[config.mk]
export PLATFORM = sky130hd
export DESIGN_NAME = pecbc_diag_regs
export DESIGN_NICKNAME = d
export VERILOG_FILES = /design/src/rtl/pecbc_pkg.sv /design/src/rtl/pecbc_bist_checker.sv /design/src/rtl/pecbc_diag_regs.sv
export VERILOG_INCLUDE_DIRS = /design/src /design/src/rtl
export SDC_FILE = /design/constraint.sdc
export NUM_CORES = 1
export LEC_CHECK = 0
export CORE_ASPECT_RATIO = 1.75
export CORE_MARGIN = 5
export CORE_UTILIZATION = 45
export CTS_CLUSTER_DIAMETER = 150
export DETAILED_ROUTE_END_ITERATION = 16
export DONT_BUFFER_PORTS = 1
export MAX_ROUTING_LAYER = met4
export PLACE_DENSITY = 0.7
export SYNTH_ARGS = -nofsm -noshare
export SYNTH_HDL_FRONTEND = slang
export SYNTH_SLANG_ARGS = --single-unit
[constraint.sdc]
create_clock -name ref_clk -period 4.6 [get_ports ref_clk]
set_input_delay 0.69 -clock ref_clk [delete_from_list [all_inputs] [get_ports ref_clk]]
set_output_delay 0.69 -clock ref_clk [all_outputs]
set_load 0.02 [all_outputs]
[src/rtl/pecbc_defs.svh]
// register offsets, field positions, reset values for the diagnostic counter block
// assumes inclusion by both design files
`ifndef PECBC_DEFS_SVH
`define PECBC_DEFS_SVH
`define PECBC_IDX_FALSE_CARRIER   5'h14
`define PECBC_IDX_RX_ERROR        5'h15
`define PECBC_IDX_SELF_TEST       5'h16
`define PECBC_IDX_LOOPBACK_CTRL   5'h17
`define PECBC_FC_MAX              8'hFF
`define PECBC_FC_HALF             8'h7F
`define PECBC_RE_MAX              16'hFFFF
`define PECBC_RE_HALF             16'h7FFF
`define PECBC_ST_WRAP_BIT         14
`define PECBC_ST_PRBS_BIT         13
`define PECBC_ST_GEN_EN_BIT       12
`define PECBC_ST_LOCK_BIT         11
`define PECBC_ST_SYNC_LOST_BIT    10
`define PECBC_ST_GEN_ACT_BIT      9
`define PECBC_ST_POWER_BIT        8
`define PECBC_ST_TX_IN_LB_BIT     6
`define PECBC_ST_RESET            16'h0000
`define PECBC_LB_RESET            5'h00
`define PECBC_IE_RESET            2'h0
`define PECBC_BIST_ERR_MAX        16'hFFFF
`endif

[src/rtl/pecbc_pkg.sv]
// types shared by the diagnostic counter block
// assumes pecbc_defs.svh for numeric constants
package pecbc_pkg;
	typedef enum logic [4:0] {
		PECBC_LB_NONE      = 5'h00,
		PECBC_LB_PCS_IN    = 5'h01,
		PECBC_LB_PCS_OUT   = 5'h02,
		PECBC_LB_DIGITAL   = 5'h04,
		PECBC_LB_ANALOG    = 5'h08,
		PECBC_LB_REVERSE   = 5'h10
	} pecbc_loopback_type;
	typedef enum logic [1:0] {
		PECBC_CHK_OFF,
		PECBC_CHK_HUNT,
		PECBC_CHK_LOCKED
	} pecbc_chk_state_type;
endpackage : pecbc_pkg

[src/rtl/pecbc_bist_checker.sv]
// checker_locked tracking and self-test error counter
// assumes bit_ok and bit_err from the receive path, same clock
`timescale 1ns/10ps
`include "pecbc_defs.svh"
module pecbc_bist_checker #(
	parameter int LOCK_GOOD = 16
) (
	input  wire logic        ref_clk,
	input  wire logic        rst_n,
	input  wire logic        enable,
	input  wire logic        wrap_mode,
	input  wire logic        bit_ok,
	input  wire logic        bit_err,
	output logic             locked,
	output logic             sync_lost_pulse,
	output logic             count_wrap_pulse,
	output logic [15:0]      err_count
);
	import pecbc_pkg::*;
	typedef struct packed {
		pecbc_chk_state_type state;
		logic [7:0]          good;
		logic [15:0]         errs;
		logic                lost;
		logic                wrapped;
	} pecbc_chk_type;
	pecbc_chk_type cur;
	pecbc_chk_type next_cur;
	always_comb begin
		next_cur = cur;
		next_cur.lost = 1'b0;
		next_cur.wrapped = 1'b0;
		case (cur.state)
			PECBC_CHK_OFF: begin
				next_cur.good = 8'h00;
				if (enable) begin
					next_cur.state = PECBC_CHK_HUNT;
				end
			end
			PECBC_CHK_HUNT: begin
				if (bit_err) begin
					next_cur.good = 8'h00;
				end else if (bit_ok) begin
					next_cur.good = cur.good + 8'h01;
					if (cur.good == 8'(LOCK_GOOD - 1)) begin
						next_cur.state = PECBC_CHK_LOCKED;
					end
				end
			end
			PECBC_CHK_LOCKED: begin
				if (bit_err) begin
					if (cur.errs != `PECBC_BIST_ERR_MAX) begin
						next_cur.errs = cur.errs + 16'h0001;
					end else if (wrap_mode) begin
						next_cur.errs = 16'h0000;
						next_cur.wrapped = 1'b1;
					end
					if (cur.errs[3:0] == 4'hF) begin
						// an error while the low four bits of the error total are Fh means the pattern slipped
						next_cur.state = PECBC_CHK_HUNT;
						next_cur.good = 8'h00;
						next_cur.lost = 1'b1;
					end
				end
			end
			default: begin
				next_cur.state = PECBC_CHK_OFF;
			end
		endcase
		if (!enable) begin
			next_cur.state = PECBC_CHK_OFF;
		end
	end
	always_ff @(posedge ref_clk) begin
		if (!rst_n) begin
			cur <= '{PECBC_CHK_OFF, 8'h00, 16'h0000, 1'b0, 1'b0};
		end else begin
			cur <= next_cur;
		end
	end
	assign locked = (cur.state == PECBC_CHK_LOCKED);
	assign sync_lost_pulse = cur.lost;
	assign count_wrap_pulse = cur.wrapped;
	assign err_count = cur.errs;
endmodule : pecbc_bist_checker

[src/rtl/pecbc_diag_regs.sv]
// apb register bank: false-carrier and receive-error counters, self-test control
// assumes event inputs from phy logic on ref_clk; sleep_mode comes from a pin
//
// Added by the designer: the APB register port.
`timescale 1ns/10ps
`include "pecbc_defs.svh"
// Summary of operation
// reserved bits ignore writes and read zero
// eight-bit false-carrier counter advances per false carrier event
// false-carrier counter holds at FFh
// false-carrier count passing 7Fh raises half-full event
// reading either counter returns count then clears it
// receive error counts symbol errors while receive data valid
// receive error counter frozen in mii loopback
// receive error counter holds at FFFFh
// receive error count passing 7FFFh raises half-full event
// bit 14 picks wrap-with-pulse or stop-at-max for self-test errors
// bit 13 picks prbs continuous packets or single constant packet
// bit 12 enables the packet generator
// bit 11 shows checker locked
// bit 10 latches high on checker sync loss
// bit 9 shows generator active
// bit 8 shows normal power mode
// bit 6 forwards mac transmit to line during loopback, 100 Mb/s only
// half-full events produce interrupts only when enabled
// loopback select uses one-hot codes
// event coinciding with clearing read is counted afterwards
module pecbc_diag_regs (
	input  wire logic                         ref_clk,
	input  wire logic                         rst_n,
	input  wire logic                         psel,
	input  wire logic                         penable,
	input  wire logic                         pwrite,
	input  wire logic [11:0]                  paddr,
	input  wire logic [31:0]                  pwdata,
	output logic      [31:0]                  prdata,
	output logic                              pready,
	output logic                              pslverr,
	input  wire logic                         false_carrier_events,
	input  wire logic                         rx_symbol_error,
	input  wire logic                         rx_data_valid,
	input  wire logic                         mii_loopback,
	input  wire logic                         speed_100,
	input  wire logic                         sleep_mode,
	input  wire logic                         false_carrier_halffull_irq_enable,
	input  wire logic                         rx_error_halffull_irq_enable,
	input  wire logic                         chk_bit_ok,
	input  wire logic                         chk_bit_err,
	input  wire logic                         gen_packet_done,
	output logic                              false_carrier_halffull_irq,
	output logic                              rx_error_halffull_irq,
	output logic                              gen_enable,
	output logic                              gen_prbs_payload,
	output logic                              tx_to_line_in_loopback,
	output pecbc_pkg::pecbc_loopback_type     loopback_select,
	output logic                              bist_count_pulse
);
	import pecbc_pkg::*;
	typedef struct packed {
		logic [1:0]  sleep_sync;
		logic [7:0]  fc_count;
		logic [15:0] re_count;
		logic        wrap_sel;
		logic        prbs_sel;
		logic        gen_en;
		logic        gen_active;
		logic        sync_lost;
		logic        tx_in_lb;
		logic [4:0]  lb_sel;
		logic        fc_irq;
		logic        re_irq;
		logic [31:0] rdata;
	} pecbc_regs_type;
	pecbc_regs_type cur;
	pecbc_regs_type next_cur;
	logic        chk_locked;
	logic        chk_lost;
	logic        chk_wrap;
	logic        rd_acc;
	logic        wr_acc;
	logic        addr_ok;
	logic [4:0]  reg_idx;
	logic        chk_enable;
	function automatic logic is_onehot5(input logic [4:0] v);
		return (v != 5'h00) && ((v & (v - 5'h01)) == 5'h00);
	endfunction : is_onehot5
	function automatic logic hits(input logic [4:0] idx, input logic [4:0] want);
		return idx == want;
	endfunction : hits
	// checker runs in prbs mode even with the generator off
	assign chk_enable = cur.prbs_sel;
	pecbc_bist_checker #(
		.LOCK_GOOD (16)
	) u_checker (
		.ref_clk          (ref_clk),
		.rst_n            (rst_n),
		.enable           (chk_enable),
		.wrap_mode        (cur.wrap_sel),
		.bit_ok           (chk_bit_ok),
		.bit_err          (chk_bit_err),
		.locked           (chk_locked),
		.sync_lost_pulse  (chk_lost),
		.count_wrap_pulse (chk_wrap),
		// self-test error total has no register here, so it stays internal
		.err_count        ()
	);
	// byte address = index * 4, registers answer in the setup+access pair
	assign reg_idx = paddr[6:2];
	assign addr_ok = (paddr[11:7] == 5'h00) && (paddr[1:0] == 2'h0) &&
		(hits(reg_idx, `PECBC_IDX_FALSE_CARRIER) || hits(reg_idx, `PECBC_IDX_RX_ERROR) ||
		hits(reg_idx, `PECBC_IDX_SELF_TEST) || hits(reg_idx, `PECBC_IDX_LOOPBACK_CTRL));
	assign rd_acc = psel && penable && !pwrite && addr_ok;
	assign wr_acc = psel && penable && pwrite && addr_ok;
	assign pready = 1'b1;
	assign pslverr = psel && penable && !addr_ok;
	always_comb begin
		next_cur = cur;
		next_cur.sleep_sync = {cur.sleep_sync[0], sleep_mode};
		next_cur.fc_irq = 1'b0;
		next_cur.re_irq = 1'b0;
		// clear first, then count, so an event in the read cycle survives
		if (rd_acc && hits(reg_idx, `PECBC_IDX_FALSE_CARRIER)) begin
			next_cur.fc_count = 8'h00;
		end
		if (rd_acc && hits(reg_idx, `PECBC_IDX_RX_ERROR)) begin
			next_cur.re_count = 16'h0000;
		end
		if (false_carrier_events && cur.fc_count != `PECBC_FC_MAX) begin
			next_cur.fc_count = next_cur.fc_count + 8'h01;
			if (cur.fc_count == `PECBC_FC_HALF &&
				!(rd_acc && hits(reg_idx, `PECBC_IDX_FALSE_CARRIER))) begin
				next_cur.fc_irq = false_carrier_halffull_irq_enable;
			end
		end else if (false_carrier_events && rd_acc &&
			hits(reg_idx, `PECBC_IDX_FALSE_CARRIER)) begin
			next_cur.fc_count = 8'h01;
		end
		if (rx_symbol_error && rx_data_valid && !mii_loopback) begin
			if (cur.re_count != `PECBC_RE_MAX) begin
				next_cur.re_count = next_cur.re_count + 16'h0001;
				if (cur.re_count == `PECBC_RE_HALF &&
					!(rd_acc && hits(reg_idx, `PECBC_IDX_RX_ERROR))) begin
					next_cur.re_irq = rx_error_halffull_irq_enable;
				end
			end else if (rd_acc && hits(reg_idx, `PECBC_IDX_RX_ERROR)) begin
				next_cur.re_count = 16'h0001;
			end
		end
		if (wr_acc && hits(reg_idx, `PECBC_IDX_SELF_TEST)) begin
			next_cur.wrap_sel = pwdata[`PECBC_ST_WRAP_BIT];
			next_cur.prbs_sel = pwdata[`PECBC_ST_PRBS_BIT];
			next_cur.gen_en = pwdata[`PECBC_ST_GEN_EN_BIT];
			next_cur.tx_in_lb = pwdata[`PECBC_ST_TX_IN_LB_BIT];
		end
		if (wr_acc && hits(reg_idx, `PECBC_IDX_LOOPBACK_CTRL)) begin
			// codes with two or more bits set are refused so the datapath never sees two loops
			if (is_onehot5(pwdata[4:0]) || pwdata[4:0] == 5'h00) begin
				next_cur.lb_sel = pwdata[4:0];
			end
		end
		// generator: continuous in prbs mode, one packet otherwise
		if (!cur.gen_en) begin
			next_cur.gen_active = 1'b0;
		end else if (!cur.gen_active && !(wr_acc && hits(reg_idx, `PECBC_IDX_SELF_TEST))) begin
			next_cur.gen_active = 1'b1;
		end else if (gen_packet_done && !cur.prbs_sel) begin
			next_cur.gen_active = 1'b0;
			next_cur.gen_en = 1'b0;
		end
		// latched sync loss survives until read; a new loss wins over the clear
		if (rd_acc && hits(reg_idx, `PECBC_IDX_SELF_TEST)) begin
			next_cur.sync_lost = 1'b0;
		end
		if (chk_lost) begin
			next_cur.sync_lost = 1'b1;
		end
		next_cur.rdata = 32'h0000_0000;
		// capture the values as they become at the setup edge: an event counted
		// there is returned by this read instead of being wiped by its clear
		if (psel && !penable && !pwrite) begin
			case (paddr[6:2])
				`PECBC_IDX_FALSE_CARRIER: next_cur.rdata = {24'h00_0000, next_cur.fc_count};
				`PECBC_IDX_RX_ERROR: next_cur.rdata = {16'h0000, next_cur.re_count};
				`PECBC_IDX_SELF_TEST: begin
					next_cur.rdata[`PECBC_ST_WRAP_BIT] = next_cur.wrap_sel;
					next_cur.rdata[`PECBC_ST_PRBS_BIT] = next_cur.prbs_sel;
					next_cur.rdata[`PECBC_ST_GEN_EN_BIT] = next_cur.gen_en;
					next_cur.rdata[`PECBC_ST_LOCK_BIT] = chk_locked;
					next_cur.rdata[`PECBC_ST_SYNC_LOST_BIT] = next_cur.sync_lost;
					next_cur.rdata[`PECBC_ST_GEN_ACT_BIT] = next_cur.gen_active;
					next_cur.rdata[`PECBC_ST_POWER_BIT] = !cur.sleep_sync[1];
					next_cur.rdata[`PECBC_ST_TX_IN_LB_BIT] = next_cur.tx_in_lb;
				end
				`PECBC_IDX_LOOPBACK_CTRL: next_cur.rdata = {27'h000_0000, cur.lb_sel};
				default: next_cur.rdata = 32'h0000_0000;
			endcase
		end
	end
	always_ff @(posedge ref_clk) begin
		if (!rst_n) begin
			cur <= '0;
		end else begin
			cur <= next_cur;
		end
	end
	assign prdata = cur.rdata;
	assign false_carrier_halffull_irq = cur.fc_irq;
	assign rx_error_halffull_irq = cur.re_irq;
	assign gen_enable = cur.gen_active;
	assign gen_prbs_payload = cur.prbs_sel;
	// only meaningful at 100 Mb/s with mii loopback; software orders the basic control bit first
	assign tx_to_line_in_loopback = cur.tx_in_lb && speed_100 && mii_loopback;
	assign loopback_select = pecbc_loopback_type'(cur.lb_sel);
	assign bist_count_pulse = chk_wrap;
endmodule : pecbc_diag_regs

==> out/metrics.csv <==
stage,metric,value,unit
timing,Setup-failing EPs final,0,
power,power density cells,345,nW/um2
setup_path,r2r startpoint,cur[50]$_SDFF_PN0_,
die,Chip Width,82.9,um
yosys,syn avg cell area,8.51,um2
global_routing,initial antenna violation count,0,
worst_hold_path,hold_sp,paddr[3],
setup_path,"delay-heaviest family, CP",simple AND/OR/NAND/NOR gates,
final_layout,Final Cell Area,4390,um2
setup_path,Worst R2R Path Depth,6,
yosys,Synth Area in Simple Gates,0.275,
place,DP Area,4080,um2
final_layout,n_diodes,0,
setup_path,worst r2r dst,prdata[13]$_SDFF_PN0_,
yosys,Post-synth ARST share,0,
yosys,Synth Area in Adders,0.0263,
setup_path,Setup crit end kind,register,
timing,Total Neg Setup Slack,0,ps
route,antenna-violating nets left,0,
die,Core Region,9090,um2
setup_path,Crit Path Max Fanout,6,
timing,Rel. slew slack,0.385,
timing,RSZ-0062 raised after global routing,no,
global_routing,largest net degree at the start of global routing,18,
timing,Achievable Freq,0.339,GHz
timing,Least-Margin Pin Slew,914,ps
setup_path,CP max stage delay,670,ps
yosys,mux cell area share after synthesis,0.0415,
route,Iteration-0 DRC Markers,150,
place,port bufs,0,
timing,final hold viol count,0,
route,wire length per cell,16.6,um
final_layout,layout cells sized above 1,0.0632,
job,Max-cap violations,0,
route,DRC Markers,0,
worst_hold_path,Worst Hold End,prdata[6]$_SDFF_PN0_,
clocking,worst-case clock buffer depth,2,
clocking,CTS H-Tree Depth,3,
clocking,Setup Buffers After CTS,0,
setup_path,"Slowest-stage cell, CP",or4_1,
yosys,Post-Synth XOR/XNOR Area,0.0711,
global_routing,first-pass GRT wire length,15800,um
clocking,post-cts sizing count,0,
final_layout,Post-Route Utilization,0.482,
clocking,CTS tree,yes,
yosys,"Warnings, synthesis",0,
yosys,Synth Area in Compound Gates,0.0977,
setup_path,CP Launch Type,primary input,
place,routability cong.,0.899,
power,Overall Power,1510,uW
yosys,Synth cell types,60,
die,full die area,11400,um2
worst_hold_path,hold path cells,1,
global_routing,gr usage total,0.180,
setup_path,reg2reg setup slack,2240,ps
final_layout,fin nets,538,
yosys,"Seq/Total Area, Yosys",0.397,
clocking,Post-CTS Hold Fix Bufs,0,
clocking,Clock Pin Slew Worst Setup and Hold Paths,60,ps
setup_path,Setup CP Type,in -> reg,
timing,clock skew,5.16,ps
yosys,Seq cells post-synth,83,
power,Lkg Pwr,0.00157,uW
worst_hold_path,worst min path class,in -> reg,
setup_path,Worst Path Required,4810,ps
outcome,status,"complete, no violations",
place,dpl hpwl,7510,um
global_routing,number of global-route vias before repair,3299,
global_routing,total grt overflow,0,
power,maximum vdd ir drop,0.210,mV
final_layout,area grow syn2layout,4.72,%
timing,"Period Utilization, post-route",0.641,
setup_path,Critical Path AT,3160,ps
clocking,Root Buffer,clkbuf_16,
route,Vias/cell,5.62,
die,Ports,105,
yosys,largest family of logic cells by synthesized area,simple AND/OR/NAND/NOR gates,
clocking,clock sink count,83,
timing,min cycle time layout,2950,ps
clocking,clock buffer count from CTS,9,
route,vias,3344,
setup_path,worst path bufs/invs,0,
die,row count,46,
die,Initial Util,0.461,
die,die height,138,um
yosys,Most used DFF post-synth,dfxtp_1,
clocking,worst skew pair latency,340,ps
place,pre-CTS WS,1350,ps
yosys,Synth Cell Area,4190,um2
yosys,Cells after Synth,492,
timing,"Slew Viols, Final",0,
setup_path,cells along the critical path,or4_4 > or4_1 > and2_1 > ha_1 > and3_1 > and3b_1 > xnor2_1 > o22ai_1,
yosys,number of synthesized flops with an enable pin,0,
route,Pre-antenna DRT Iters,4,
timing,Setup WS post-layout,1650,ps
route,Routed WL,9860,um
-- where the power goes --
part           total, uW  switching, uW  internal [uW]
sequential           724           2.42            721
combinational       48.5           35.1           13.4
clock                740            300            440
total               1510            338           1170
-- worst register-to-register path: stages, from the launching register on --
cell	delay, ps
dfxtp_1	450
nand3_1	150
nor4_1	810
nor3_1	190
and4_1	280
xnor2_1	210
o22ai_1	140
-- cells in the final DEF, fill, tap and decap left out, types with 6 or more instances in the layout --
cell type	count
nor2_1	71
and2_1	9
and3_1	7
nand4_1	15
a21oi_1	12
conb_1	17
inv_1	13
ha_1	8
clkbuf_16	9
nand3_1	24
nand2_1	45
dfxtp_1	83
o21ai_0	11
xor2_1	14
mux2i_1	14
nor2b_1	6
nor3_1	12
xnor2_1	20
o22ai_1	8
-- area by class of cell --
class                           instances  area, um2
Fill cell                             867       4710
Sequential cell                        83       1660
Clock inverter                          6       71.3
Multi-Input combinational cell        362       2210
Timing Repair Buffer                    1       7.51
Clock buffer                           10        239
Tap cell                              120        150
Inverter                               13       48.8
-- layer usage --
| layer | vias to the layer above | GRT usage | wire (um) |
|---|---|---|---|
| li1 | 1623 | - | - |
| met1 | 1586 | 0.170 | 3520 |
| met3 | 28 | 0.0586 | 655 |
| met2 | 107 | 0.315 | 5300 |
| met4 | 0 | 0.114 | 388 |
| met5 | - | - | 0 |
-- cell usage after synthesis (all sizes together), types with 2 or more instances --
| library cell | n | area, um2 |
|---|---|---|
| clkbuf | 10 | 37.5 |
| and3 | 7 | 43.8 |
| buf | 39 | 289 |
| o32ai | 2 | 17.5 |
| or4 | 4 | 33.8 |
| mux2 | 3 | 33.8 |
| nor3 | 12 | 60.1 |
| a22oi | 3 | 22.5 |
| and2 | 9 | 56.3 |
| nor2b | 6 | 37.5 |
| nor3b | 2 | 15.0 |
| nor4 | 6 | 67.6 |
| dfxtp | 83 | 1660 |
| a2111oi | 2 | 23.8 |
| conb | 2 | 7.51 |
| o21a | 2 | 15.0 |
| a21oi | 13 | 68.8 |
| o22ai | 8 | 50.1 |
| nor4b | 3 | 26.3 |
| a31oi | 2 | 12.5 |
| nand3 | 24 | 120 |
| inv | 13 | 48.8 |
| ha | 8 | 100 |
| nor4bb | 2 | 20.0 |
| and4 | 3 | 26.3 |
| and3b | 2 | 17.5 |
| or3 | 3 | 18.8 |
| nand2b | 4 | 25.0 |
| xor2 | 14 | 123 |
| a21o | 2 | 15.0 |
| nor2 | 71 | 267 |
| o21ai | 14 | 70.1 |
| or2 | 4 | 27.5 |
| xnor2 | 20 | 175 |
| mux2i | 14 | 140 |
| nand4 | 15 | 93.8 |
| nand2 | 45 | 169 |
-- worst max path at each step --
stage | startpoint | end | depth (start not counted)
floorplan | paddr[9] | prdata[14]$_SDFF_PN0_ | 8
global placement | paddr[9] | prdata[14]$_SDFF_PN0_ | 8
detailed placement | paddr[9] | prdata[14]$_SDFF_PN0_ | 8
CTS | paddr[9] | prdata[14]$_SDFF_PN0_ | 8
global route | paddr[9] | prdata[6]$_SDFF_PN0_ | 11
finish | paddr[9] | prdata[14]$_SDFF_PN0_ | 8
-- cell families after synthesis --
group	Yosys count
xor+xnor	34
fa+ha+maj	9
buf+inv	62
other cells	2
flops	83
compound gates	60
simple gates	225
mux	17
-- through the flow --
stage | std cells | hold slack (ps)
global route | 595 | 412
finish | 595 | 433
CTS | 595 | 422
floorplan | 507 | 411
global placement | 579 | 414
detailed placement | 579 | 430
-- sequential cells by signal (all words and copies together) (netlist names) --
signal	count
rx_error_halffull_irq	1
u_checker.sync_lost_pulse	1
loopback_select	5
u_checker.err_count	16
u_checker.count_wrap_pulse	1
cur	30
false_carrier_halffull_irq	1
prdata	16
u_checker.cur	10
gen_prbs_payload	1
gen_enable	1
(Power assumes the default switching activity.)
